**src/logic/swct_map.vh**
```
// Constants of the standby wake cascade timer
// How it works
// Two 16-bit counter channels chain into one 32-bit counter.
// In cascade, each first-stage underflow decrements the second stage.
// First stage counts sub oscillator or low-speed internal oscillator ticks.
// Second-stage underflow raises an interrupt that wakes from low power.
// One stage at 32.768 kHz gives about 2.0 s maximum period.
// Cascade reaches about 2184.5 minutes at 30.517 us resolution.
// Calendar alarm is an alternative wake source with 1 s resolution.
// Second-stage interrupt alternates the device between standby and snooze.
// Calendar alarm interrupt cancels standby back to normal.
// External pin interrupt cancels sleep and deep standby.
// System clock source may switch at run time without reset.
// Controller waits for oscillator stabilisation before using a new clock.
// Deep standby cuts internal module power and resets I/O port states.
// Any enabled interrupt cancels sleep.
// Sleep and standby modes entered by wait-for-interrupt with chosen mode.
// Each stage reloads its period on underflow and keeps counting.
// Counters, source choice and cascade setting keep state in standby.
`ifndef SWCT_MAP_VH
`define SWCT_MAP_VH

`define SWCT_STAGE_WIDTH   16
`define SWCT_PERIOD_RESET  16'hffff
`define SWCT_SRC_SUB_OSC   1'b0
`define SWCT_SRC_LOW_OSC   1'b1

// Power modes, also the mode select codes except snooze
`define SWCT_MODE_NORMAL   3'h0
`define SWCT_MODE_SLEEP    3'h1
`define SWCT_MODE_STANDBY  3'h2
`define SWCT_MODE_SNOOZE   3'h3
`define SWCT_MODE_DEEP     3'h4

// System clock sources
`define SWCT_CLK_MAIN      3'h0
`define SWCT_CLK_HIGH      3'h1
`define SWCT_CLK_MEDIUM    3'h2
`define SWCT_CLK_LOW       3'h3
`define SWCT_CLK_SUB       3'h4

`endif

```
**src/logic/swct_stage.v**
```verilog
// One reloading down-counter stage of the wake timer
`include "swct_map.vh"

module swct_stage
#(
   parameter WIDTH = `SWCT_STAGE_WIDTH
)
(
   input  wire             clk_sys,
   input  wire             rst,
   input  wire             run,
   input  wire             tick,
   input  wire             load,
   input  wire [WIDTH-1:0] period,
   output reg  [WIDTH-1:0] count,
   output reg              underflow
);

   always @(posedge clk_sys or posedge rst)
   begin
      if (rst)
      begin
         count     <= {WIDTH{1'b1}};
         underflow <= 1'b0;
      end
      else
      begin
         underflow <= 1'b0;
         if (load)
            count <= period;
         else if (run && tick)
         begin
            if (count == {WIDTH{1'b0}})
            begin
               count     <= period;
               underflow <= 1'b1;
            end
            else
               count <= count - 1'b1;
         end
      end
   end

endmodule // swct_stage

```
**src/logic/swct_top.v**
```verilog
// Standby wake cascade timer with power mode sequencing
`include "swct_map.vh"

module swct_top
#(
   parameter WIDTH = `SWCT_STAGE_WIDTH
)
(
   input  wire             clk_sys,
   input  wire             rst,
   input  wire             sub_osc_tick,
   input  wire             low_speed_osc_tick,
   input  wire             count_src_sel,
   input  wire             cascade_en,
   input  wire             timer_start,
   input  wire             timer_load,
   input  wire [WIDTH-1:0] first_period,
   input  wire [WIDTH-1:0] second_period,
   input  wire [2:0]       standby_control_reg,
   input  wire             wait_for_interrupt,
   input  wire             snooze_en,
   input  wire             calendar_alarm,
   input  wire             external_wake_interrupt,
   input  wire             other_irq,
   input  wire             clk_switch_req,
   input  wire [2:0]       clk_switch_src,
   input  wire             clk_stable,
   output reg  [2:0]       power_mode,
   output reg              wake_irq,
   output reg              second_underflow_irq,
   output reg  [2*WIDTH-1:0] cascade_count,
   output reg              module_power_off,
   output reg              io_port_reset,
   output reg              cpu_run,
   output reg  [2:0]       sys_clk_src,
   output reg              first_underflow
);

   // ************************************************
   // Count source selection
   // ************************************************
   wire             src_tick;
   wire [WIDTH-1:0] first_count;
   wire [WIDTH-1:0] second_count;
   wire             first_uf;
   wire             second_uf;
   wire             second_tick;
   reg              running;


   assign src_tick = (count_src_sel == `SWCT_SRC_LOW_OSC) ? low_speed_osc_tick
                                                          : sub_osc_tick;

   // cascade counts first-stage underflows instead of source ticks
   assign second_tick = cascade_en ? first_uf : src_tick;

   // ************************************************
   // Run state
   // ************************************************
   // run state depends only on reset and control, never on power mode
   always @(posedge clk_sys or posedge rst)
   begin
      if (rst)
         running <= 1'b0;
      else if (timer_load)
         running <= 1'b0;
      else if (timer_start)
         running <= 1'b1;
   end

   // ************************************************
   // Counter stages
   // ************************************************
   wire [2*WIDTH-1:0] stage_period;
   wire [2*WIDTH-1:0] stage_count;
   wire [1:0]         stage_tick;
   wire [1:0]         stage_uf;

   // Stage 0 counts the chosen source, stage 1 follows cascade_en
   assign stage_period = {second_period, first_period};
   assign stage_tick   = {second_tick, src_tick};
   assign first_count  = stage_count[WIDTH-1:0];
   assign second_count = stage_count[2*WIDTH-1:WIDTH];
   assign first_uf     = stage_uf[0];
   assign second_uf    = stage_uf[1];


   genvar gi;
   generate
      for (gi = 0; gi < 2; gi = gi + 1)
      begin : g_stage
         swct_stage #(.WIDTH(WIDTH)) u_stage
         (
            .clk_sys   (clk_sys),
            .rst       (rst),
            .run       (running),
            .tick      (stage_tick[gi]),
            .load      (timer_load),
            .period    (stage_period[gi*WIDTH +: WIDTH]),
            .count     (stage_count[gi*WIDTH +: WIDTH]),
            .underflow (stage_uf[gi])
         );
      end
   endgenerate

   // ************************************************
   // Power mode states
   // ************************************************
   localparam [2:0] ST_NORMAL  = `SWCT_MODE_NORMAL;
   localparam [2:0] ST_SLEEP   = `SWCT_MODE_SLEEP;
   localparam [2:0] ST_STANDBY = `SWCT_MODE_STANDBY;
   localparam [2:0] ST_SNOOZE  = `SWCT_MODE_SNOOZE;
   localparam [2:0] ST_DEEP    = `SWCT_MODE_DEEP;

   // ************************************************
   // Decoding helpers
   // ************************************************
   // Codes other than sleep, standby and deep keep the core running
   function [2:0] entry_mode;
      input [2:0] sel;
      begin
         case (sel)
            ST_SLEEP:   entry_mode = ST_SLEEP;
            ST_STANDBY: entry_mode = ST_STANDBY;
            ST_DEEP:    entry_mode = ST_DEEP;
            default:    entry_mode = ST_NORMAL;
         endcase
      end
   endfunction

   // Alarm or pin cancel standby and snooze alike
   function standby_cancel;
      input alarm;
      input pin;
      begin
         standby_cancel = alarm | pin;
      end
   endfunction

   // Power gating follows the deep standby state
   function in_deep;
      input [2:0] mode;
      begin
         in_deep = (mode == ST_DEEP);
      end
   endfunction

   // ************************************************
   // Power mode sequencer
   // ************************************************
   reg [2:0] next_mode;
   reg       any_irq;

   // In standby and snooze, alarm and pin outrank a coincident underflow
   always @*
   begin
      any_irq   = second_uf | calendar_alarm | external_wake_interrupt | other_irq;
      next_mode = power_mode;
      case (power_mode)
         ST_NORMAL:
         begin
            if (wait_for_interrupt)
            begin
               next_mode = entry_mode(standby_control_reg);
            end
         end
         ST_SLEEP:
         begin
            if (any_irq)
            begin
               next_mode = ST_NORMAL;
            end
         end
         ST_STANDBY:
         begin
            if (standby_cancel(calendar_alarm, external_wake_interrupt))
            begin
               next_mode = ST_NORMAL;
            end
            else if (second_uf && snooze_en)
            begin
               next_mode = ST_SNOOZE;
            end
            else if (second_uf)
            begin
               next_mode = ST_NORMAL;
            end
         end
         ST_SNOOZE:
         begin
            if (standby_cancel(calendar_alarm, external_wake_interrupt))
            begin
               next_mode = ST_NORMAL;
            end
            else if (second_uf)
            begin
               next_mode = ST_STANDBY;
            end
         end
         // Only the pin and the wake timer reach into deep standby
         ST_DEEP:
         begin
            if (external_wake_interrupt || second_uf)
            begin
               next_mode = ST_NORMAL;
            end
         end
         default:
         begin
            next_mode = ST_NORMAL;
         end
      endcase
   end

   // ************************************************
   // Mode register
   // ************************************************
   always @(posedge clk_sys or posedge rst)
   begin
      if (rst)
         power_mode <= ST_NORMAL;
      else
         power_mode <= next_mode;
   end

   // ************************************************
   // Wake pulse and core run
   // ************************************************
   // Wake pulse marks every return to normal, whatever the cause
   always @(posedge clk_sys or posedge rst)
   begin
      if (rst)
      begin
         wake_irq <= 1'b0;
         cpu_run  <= 1'b1;
      end
      else
      begin
         wake_irq <= (next_mode == ST_NORMAL) && (power_mode != ST_NORMAL);
         cpu_run  <= (next_mode == ST_NORMAL);
      end
   end

   // ************************************************
   // Count mirror
   // ************************************************
   // Trails the stage counters by one cycle
   always @(posedge clk_sys or posedge rst)
   begin
      if (rst)
         cascade_count <= {(2*WIDTH){1'b1}};
      else
         cascade_count <= {second_count, first_count};
   end

   // ************************************************
   // Underflow pulses
   // ************************************************
   // One-cycle pulses, a cycle after the stage underflow
   always @(posedge clk_sys or posedge rst)
   begin
      if (rst)
      begin
         second_underflow_irq <= 1'b0;
         first_underflow      <= 1'b0;
      end
      else
      begin
         second_underflow_irq <= second_uf;
         first_underflow      <= first_uf;
      end
   end

   // ************************************************
   // Deep standby power gating
   // ************************************************
   always @(posedge clk_sys or posedge rst)
   begin
      if (rst)
      begin
         module_power_off <= 1'b0;
         io_port_reset    <= 1'b0;
      end
      else
      begin
         module_power_off <= in_deep(next_mode);
         io_port_reset    <= in_deep(next_mode);
      end
   end

   // ************************************************
   // System clock source
   // ************************************************
   // switch only in normal and once the new source reports stable
   // A request while asleep is dropped, not queued
   always @(posedge clk_sys or posedge rst)
   begin
      if (rst)
         sys_clk_src <= `SWCT_CLK_MAIN;
      else if (clk_switch_req && clk_stable && power_mode == ST_NORMAL)
         sys_clk_src <= clk_switch_src;
   end

endmodule // swct_top

```
**config.mk**
```make
export PLATFORM = sky130hd
export DESIGN_NAME = swct_top
export DESIGN_NICKNAME = d
export VERILOG_FILES = /design/src/logic/swct_stage.v /design/src/logic/swct_top.v
export VERILOG_INCLUDE_DIRS = /design/src /design/src/logic
export SDC_FILE = /design/constraint.sdc
export NUM_CORES = 1
export LEC_CHECK = 0
export BUFFER_PORTS_ARGS = -buffer_cell sky130_fd_sc_hd__buf_2
export CORE_ASPECT_RATIO = 1.75
export CORE_MARGIN = 1.5
export CORE_UTILIZATION = 30
export DETAILED_ROUTE_END_ITERATION = 10
export PLACE_DENSITY = 0.56
export SYNTH_ARGS = -nofsm -noshare
export SYNTH_HDL_FRONTEND = slang
export SYNTH_SLANG_ARGS = --single-unit
```
**constraint.sdc**
```tcl
create_clock -name clk_sys -period 3.6 [get_ports clk_sys]
set_input_delay 0.72 -clock clk_sys [delete_from_list [all_inputs] [get_ports clk_sys]]
set_output_delay 0.72 -clock clk_sys [all_outputs]
set_load 0.01 [all_outputs]
```
# [Yosys cells after proc, flatten, opt, wreduce, memory -nomap -nowiden]
# Cells that the tools add are included.
[classes] addsub=2 eq_ne=8 n_mux=26 n_bitwise=4 n_reduce_logical=15
[ops] cell="$mux W16" n=6
[ops] cell="$logic_not A16 Y1" n=2
[ops] cell="$sub A16 B1 Y16 const B" n=2
[ops] cell="$mux W3" n=8
[ops] cell="$pmux W3 S5" n=1
[ops] cell="$mux W1" n=10
[ops] cell="$eq A3 B2 Y1 const B" n=3
[ops] cell="$eq A3 B3 Y1 const B" n=3
[ops] cell="$pmux W3 S3" n=1
[ops] cell="$eq A3 B1 Y1 const B" n=2
[ops] cell="$logic_and A1 B1 Y1" n=6
[ops] cell="$logic_not A3 Y1" n=2
[ops] cell="$reduce_bool A2 Y1" n=3
[ops] cell="$or A1 B1 Y1" n=4
[ops] cell="$reduce_bool A3 Y1" n=1
[ops] cell="$logic_or A1 B1 Y1" n=1
[word_totals] ff_bits=78

# [Longest topological paths before layout]
# Gate-level depths: netlist of the first run.
[depth] ltp_word=7 mapped_depth=9 ltp_nobuf=7

# [Hierarchy]
# From an unflattened synthesis of the first run, not the netlist that was laid out.
[hier_totals] hier_cells=337 area_unflattened_um2=3721.1
[modules_own_cells] mod="swct_stage" n_inst=2 cells_per_inst=130 area_per_inst_um2=1158.6 seq_area_each_um2=445.4
[modules_own_cells] mod="swct_top" n_inst=1 cells_per_inst=77 area_per_inst_um2=1403.8 seq_area_each_um2=1142.3

# [Worst setup path after synthesis of the first run]
# No wires, ideal clock.
[synth_path] path_kind="input-to-reg" from="input port count_src_sel" to="register g_stage[1].u_stage.count[15]" setup_ns=0.082 arrival_time_ns=2.139 required_ns=3.518 setup_slack_ns=1.379 stages=6 path_cell_list="mux2_2 a211oi_1 clkbuf_1 buf_1 nor3_1 nor3_1"
[synth_between] elab_chain_cells=4
[synth_rtl] element="start: declaration" line_no="swct_top.v:13" text="input wire count_src_sel,"
[synth_rtl] element="$mux W1" line_no="swct_top.v:51" text="assign src_tick = (count_src_sel == `SWCT_SRC_LOW_OSC) ? low_speed_osc_tick"
[synth_rtl] element="$mux W1" line_no="swct_top.v:55" text="assign second_tick = cascade_en ? first_uf : src_tick;"
[synth_rtl] element="$logic_and A1 B1 Y1" line_no="swct_stage.v:31" text="else if (run && tick)"
[synth_rtl] element="$reduce_bool A2 Y1 (no line)"
[synth_rtl] element="end signal: assignment" line_no="swct_stage.v:30" text="count <= period;"
[synth_rtl] element="end signal: assignment" line_no="swct_stage.v:35" text="count <= period;"
[synth_rtl] element="end signal: assignment" line_no="swct_stage.v:39" text="count <= count - 1'b1;"
[synth_rtl] element="end: declaration" line_no="swct_stage.v:15" text="output reg [WIDTH-1:0] count,"
# Every way passes these cells.
# A chain may end at the register's enable or synchronous reset.

# [Final worst setup path of the first run]
[layout_path] from="register g_stage[1].u_stage.count[1]" to="register g_stage[1].u_stage.count[7]"
[layout_between] elab_chain_cells=4 elab_cells_between_ends=5 cone_classes="add/sub: 1; mux: 3; reduce/logical: 1"
[layout_rtl] element="start signal: assignment" line_no="swct_stage.v:23" text="count <= {WIDTH{1'b1}};"
[layout_rtl] element="start signal: assignment" line_no="swct_stage.v:30"
[layout_rtl] element="start signal: assignment" line_no="swct_stage.v:35"
[layout_rtl] element="$sub A16 B1 Y16 or $logic_not A16 Y1 (tied branches)" line_no="swct_stage.v:39, swct_stage.v:33"
[layout_rtl] element="$mux W16 *" line_no="swct_stage.v:33" text="if (count == {WIDTH{1'b0}})"
[layout_rtl] element="$mux W16 *" line_no="swct_stage.v:31"
[layout_rtl] element="$mux W16 *" line_no="swct_stage.v:29" text="if (load)"
# Mark *: on every way between the ends. The rest lies on a longest branch, timed or not. The select of a mux whose other input is x is not followed.

==> metrics, run 1 <==
WP data arrival=around 2.9 ns; number of flops mapped to enable cells by yosys=0; TNS Setup=0 ns; pin count of the biggest net entering global routing=58; clk buf depth=2; Vias per Instance=5.20; remaining antenna violation count=0; Pwr Total=around 2.6 mW; Syn Nets=slightly above 400; maxcap violations=0; # setup viols final=0; Synth Register Bits=78; RSZ-0062 raised after global routing=false; dpl hpwl=just over 7 mm; FILL cells=around 1,300; Area contributors post-synth=dfstp_2 46%, dfrtp_1 8.7%, a21oi_1 3.4%, nand3_1 3.2%, nor2_1 2.5%; vias in the first global route=roughly 3,200; Critical Path End Type=register; Area Overhead vs Synth=25.1%; drt wl/cell=roughly 16 um; CP Max Fanout=15; element type at the critical path start=register; Final period util=approximately 73%; Cell Rows=53; CTS resizes=0; input/output buffers=96; Main synth FF type=dfstp_2; n_diodes=0; cts bufs inserted=9; worst slew pin tran=approximately 1 ns; mapped cell area=3720 um2; global route total overflow=0; I/O pin count=slightly below 100; outcome=complete, no violations; Synth area leader=dfstp_2; full die area=13,100 um2; Ys Warns=0; Detailed Routing Iterations Pass 1=4; Hold Slack=0.373 ns; total number of vias=between 3,000 and 4,000; initial DRC count=110; Post-CTS Setup Inserts=0; DRC Markers=0; Setup WS pre-CTS=0.960 ns; top post-synthesis cells by count=65 x dfstp_2, 25 x a21oi_1, 25 x nor2_1; Syn Area/Cell=approximately 10 um2; Slew headroom=a little over a third; top-count cell post-synth=dfstp_2; count of cell types in the netlist=63; Yosys top cell area share=between 40 and 50%; Final min period=around 2.6 ns; core area=about 12,000 um2; Final Worst Setup Slack=roughly 1 ns; Global Route Usage Sum=about 15%; DIE HEIGHT=150 um; Slew Limit Fails=0; Async SR Flop Fraction=100%; initial antenna violation count=0; GPL Wtd Cong=about 0.85; Worst Skew=about 0.0066 ns; CTS tree=yes; pwr/cell area=roughly 560 nW/um2; H-Tree Level Count=3; Synth Instances=between 300 and 400; clock sink count=a little under 80; starting density of the core=30.8%; sequential area share after synthesis=between 50% and 60%; share of cells above drive strength 1=between 40 and 50%; layout net count=503; first-pass GRT wire length=about 15 mm; Req. time, crit path=slightly below 4 ns; VDD IR max=0.252 mV; CP Class=register to register; Clock Latency Late Sink=0.34 ns; chip width=between 80 and 90 um; WL final=between 9 and 10 mm; Root Buffer=clkbuf_16; HP Class=register to register; P_leak=around 2.0 nW; clock-pin slew on the worst setup and hold paths=0.06 ns; f_max=around 380 MHz; hold violation count in the final report=0; hold_buf cts=0
[where the power goes]
group	switching [mW]	internal, mW	leakage, nW	total [mW]
combinational	0.250	0.186	0.957	0.436
clock	0.342	0.621	0.152	0.963
sequential	0.122	1.10	0.854	1.22
total	0.714	1.91	1.96	2.62
[sequential cells by signal, indices dropped and copies added, names as in the netlist, 2 cells and up]
name / count
cascade_count: 32
g_stage.u_stage.underflow: 2
sys_clk_src: 3
power_mode: 3
g_stage.u_stage.count: 32
[worst max-delay path, cell delays in order, from the launching register on]
cell	delay, ns
dfstp_2	0.38
inv_1	0.11
ha_1	0.16
or4b_1	0.51
nor4_4	0.44
or2_1	0.48
o21ai_1	0.14
a211o_1	0.32
[cells by family after synthesis]
group                    after synthesis  synth area share, %
buffers and inverters                 34                 3.94
multiplexers                          10                 2.96
flip-flops                            78                 54.7
adder cells (fa/ha/maj)                4                 1.35
AO/OA/AOI/OAI                         84                 15.1
AND/OR/NAND/NOR                      147                 21.9
[through the flow]
step                area (um2)  utilization [%]  instances
floorplan                 3720                -        357
global placement          4340             35.9        600
detailed placement        4340             35.9        600
CTS                       4650             38.5        615
global route              4650             38.5        615
finish                    4650             38.5        615
[layout make-up]
type	count	area, um2	share of cell area (%)
Clock buffer	11	243	5.22
Clock inverter	4	72.6	1.56
Inverter	13	50.0	1.08
Multi-Input combinational cell	245	1540	33.2
Sequential cell	78	2030	43.7
Tap cell	165	206	4.44
Timing Repair Buffer	99	503	10.8
[layout by cell type (no fill, tap or decap), drive strengths merged, types with 4 or more instances in the layout]
master  instances
a21oi          25
and3            5
buf            99
clkbuf         11
dfrtp          13
dfstp          65
ha              4
inv            11
mux2            5
mux2i           5
nand2          19
nand3          24
nand4           6
nor2           26
nor2b           5
nor3           15
nor4           16
o211ai          6
o21ai          16
o22a            4
o311ai          4
or3             7
or4             4
[path summary, 6_finish.rpt]
check,from,cells after the start,slack (ns),endpoint
min,g_stage[0].u_stage.underflow,0,0.37,first_underflow
max reg2reg,g_stage[1].u_stage.count[1],7,0.98,g_stage[1].u_stage.count[7]
min reg2reg,g_stage[0].u_stage.underflow,0,0.37,first_underflow
max,g_stage[1].u_stage.count[1],7,0.98,g_stage[1].u_stage.count[7]
min in group asynchronous,rst,2,0.56,power_mode[0]
max in group asynchronous,rst,3,2.17,g_stage[0].u_stage.count[7]
[layer usage]
| metal | global-route usage (%) | vias up | share of wire, % |
|---|---|---|---|
| met1 | 16.6 | 1547 | 38 |
| met3 | 3.34 | 24 | 5.6 |
| met5 | 0 | - | 0 |
| met4 | 8.57 | 0 | 3.7 |
| li1 | - | 1501 | - |
| met2 | 26.7 | 129 | 52 |
Note: power is estimated with default switching activity, not from simulation.
==> run 2: changes to the inputs <==
--- a/config.mk
+++ b/config.mk
@@ -6,6 +6,7 @@
 export SDC_FILE = /design/constraint.sdc
 export NUM_CORES = 1
 export LEC_CHECK = 0
+export ABC_AREA = 1
 export BUFFER_PORTS_ARGS = -buffer_cell sky130_fd_sc_hd__buf_2
 export CORE_ASPECT_RATIO = 1.75
 export CORE_MARGIN = 1.5
==> constraint.sdc (replaced) <==
create_clock -name clk_sys -period 2.5 [get_ports clk_sys]
set_input_delay 0.5 -clock clk_sys [delete_from_list [all_inputs] [get_ports clk_sys]]
set_output_delay 0.5 -clock clk_sys [all_outputs]
set_load 0.01 [all_outputs]
==> run 2 against run 1 <==
Register-to-register slack got worse by 0.32 ns. First-iteration DRC count rose by 23%. Final area increased by 8.4%. Die area rose by 8.3%. Count of clock-buffer cells in the layout rose by 1. Setup slack worse by 0.32 ns. Synthesized area is 8.5% higher. Fmax is 42% higher. Critical path type unchanged. Highest routed layer unchanged.
==> metrics, run 2 <==
I/O pin count=97; pwr/cell area=784 nW/um2; Final period util=between 70% and 80%; Gate power share=approximately 18%; sequential area share after synthesis=between 50% and 60%; starting density of the core=between 30% and 40%; Post-CTS Setup Inserts=0; Synth area leader=dfstp_2; Req. time, crit path=2.75 ns; switch share=roughly 28%; Slew headroom=~64%; Final min period=between 1.5 and 2 ns; n_diodes=0; Async SR Flop Fraction=100%; WP data arrival=approximately 2.1 ns; cts bufs inserted=9; Ys Warns=0; Detailed Routing Iterations Pass 1=4; Worst Skew=0.0105 ns; Pwr Total=3.95 mW; drt wl/cell=between 10 and 15 um; top flop regs=cascade_count: 32 flops, g_stage.u_stage.count: 32 flops; clock sink count=78; Critical Path End Type=register; number of flops mapped to enable cells by yosys=0; mapped cell area=approximately 4000 um2; global route total overflow=0; top post-synthesis cells by count=184 x nand2_1, 69 x inv_1, 65 x dfstp_2; clk buf depth=2; f_max=around 540 MHz; Global Route Usage Sum=~15%; Cell Rows=55; VDD IR max=about 0.44 mV; vias in the first global route=around 3,600; outcome=complete, no violations; worst-path cell chain=inv_1 > ha_1 > nand3_1 > nor2_1 > nand2_4 > nand2_4 > inv_2 > nor2_1 > o21ai_0; full die area=~14,000 um2; hold_buf cts=0; H-Tree Level Count=3; total number of vias=3,565; CTS resizes=0; Clock Latency Late Sink=about 0.33 ns; clock-pin slew on the worst setup and hold paths=approximately 0.060 ns; top-count cell post-synth=nand2_1; RSZ-0062 raised after global routing=false; Main synth FF type=dfstp_2; buffer and inverter count on the worst path=2; initial DRC count=~140; HP Class=primary input to async pin; initial antenna violation count=0; Synth Instances=516; leading cell type in the layout, fill and taps excluded=nand2_1; CTS tree=yes; hold violation count in the final report=0; input/output buffers=96; CP Max Fanout=15; share of cells above drive strength 1=between 30% and 40%; P_leak=about 2.6 nW; WL final=between 10 and 15 mm; internal power=between 2 and 3 mW; layout net count=a little under 700; GPL Wtd Cong=between 0.8 and 0.9; dpl hpwl=approximately 7.5 mm; Root Buffer=clkbuf_16; DRC Markers=0; Syn Area/Cell=a little under 8 um2; worst slew pin tran=0.534 ns; CP Class=register to register; Psw=between 1 and 1.5 mW; first-pass GRT wire length=16.4 mm; FILL cells=1,337; maxcap violations=0; worst stage delay on the critical path=0.55 ns; most frequent cells in the layout=184 x nand2_1, 96 x buf_2, 68 x inv_1; Vias per Instance=4.50; pin count of the biggest net entering global routing=79; Syn Nets=573; remaining antenna violation count=0; # setup viols final=0; Slew Limit Fails=0; chip width=approximately 90 um; Yosys top cell area share=between 40 and 50%; slowest stage cell on the critical path=dfstp_2; portion of total power attributed to sequential cells=approximately 44%; Hold Slack=0.266 ns; CP delay by family, top=flip-flops; Clk pwr share=between 30% and 40%; Area contributors post-synth=dfstp_2 42%, nand2_1 17%, dfrtp_1 8.1%, nand3_1 6.7%, inv_1 6.4%; core area=approximately 13,000 um2; Synth Register Bits=a little under 80; count of cell types in the netlist=29; element type at the critical path start=register; DIE HEIGHT=156 um; TNS Setup=0 ns; Area Overhead vs Synth=24.9%
[run 2: kinds of logic (layout without fill, tap and decap cells)]
group	count (synthesis)	count (layout)	synth area share (%)
AO/OA/AOI/OAI	26	26	3.60
XOR/XNOR	6	6	1.30
adder cells (fa/ha/maj)	4	4	1.24
buffers and inverters	83	189	8.65
flip-flops	78	78	50.4
multiplexers	3	3	0.837
AND/OR/NAND/NOR	316	316	34.0
[run 2: layout make-up]
class | count | area (um2) | area share, %
Tap cell | 171 | 214 | 4.24
Clock buffer | 12 | 246 | 4.89
Timing Repair Buffer | 100 | 523 | 10.4
Clock inverter | 4 | 95.1 | 1.89
Inverter | 73 | 277 | 5.48
Multi-Input combinational cell | 355 | 1650 | 32.8
Sequential cell | 78 | 2030 | 40.3
[run 2: metal layers]
layer	global-route usage (%)	part of all wire, %	vias up
li1	-	-	1780
met1	13.9	36	1655
met2	28.4	55	104
met3	3.01	4.3	26
met4	8.24	3.9	0
met5	0	0	-
[run 2: worst paths after layout]
check / start / to / slack, ns / cells after the start
max: g_stage[0].u_stage.count[0] / g_stage[0].u_stage.count[0] / 0.66 / 9
min: rst / g_stage[0].u_stage.underflow / 0.27 / 3
max reg2reg: g_stage[0].u_stage.count[0] / g_stage[0].u_stage.count[0] / 0.66 / 9
min reg2reg: g_stage[1].u_stage.count[1] / cascade_count[17] / 0.37 / 0
max in group asynchronous: rst / g_stage[1].u_stage.count[13] / 1.89 / 3
min in group clk_sys: g_stage[1].u_stage.count[1] / cascade_count[17] / 0.37 / 0
[run 2: per-stage QoR]
step | cells | cell area [um2] | setup WS [ns] | utilization, %
finish | 793 | 5040 | 0.659 | 38.8
global route | 793 | 5040 | 0.501 | 38.8
CTS | 793 | 5040 | 0.652 | 38.8
detailed placement | 777 | 4700 | 0.585 | 36.1
global placement | 777 | 4700 | 0.583 | 36.1
floorplan | 516 | 4040 | 0.113 | -
[run 2: power groups by stage]
stage	clock [mW]	sequential, mW	combinational, mW
after floorplan	0	1.77	0.421
after detailed placement	0	1.75	0.724
after global placement	0	1.75	0.715
final	1.50	1.73	0.716
after CTS	1.55	1.74	0.728
after global routing	1.59	1.77	0.805
[run 2: worst register-to-register path: cells and delay by family, from the launching register on]
family,cells,cell delay [ns]
AOI/OAI and AO/OA,1,0.18
adders and majority gates,1,0.21
buffers and inverters,2,0.34
DFF,1,0.55
and+or+nand+nor,5,0.48
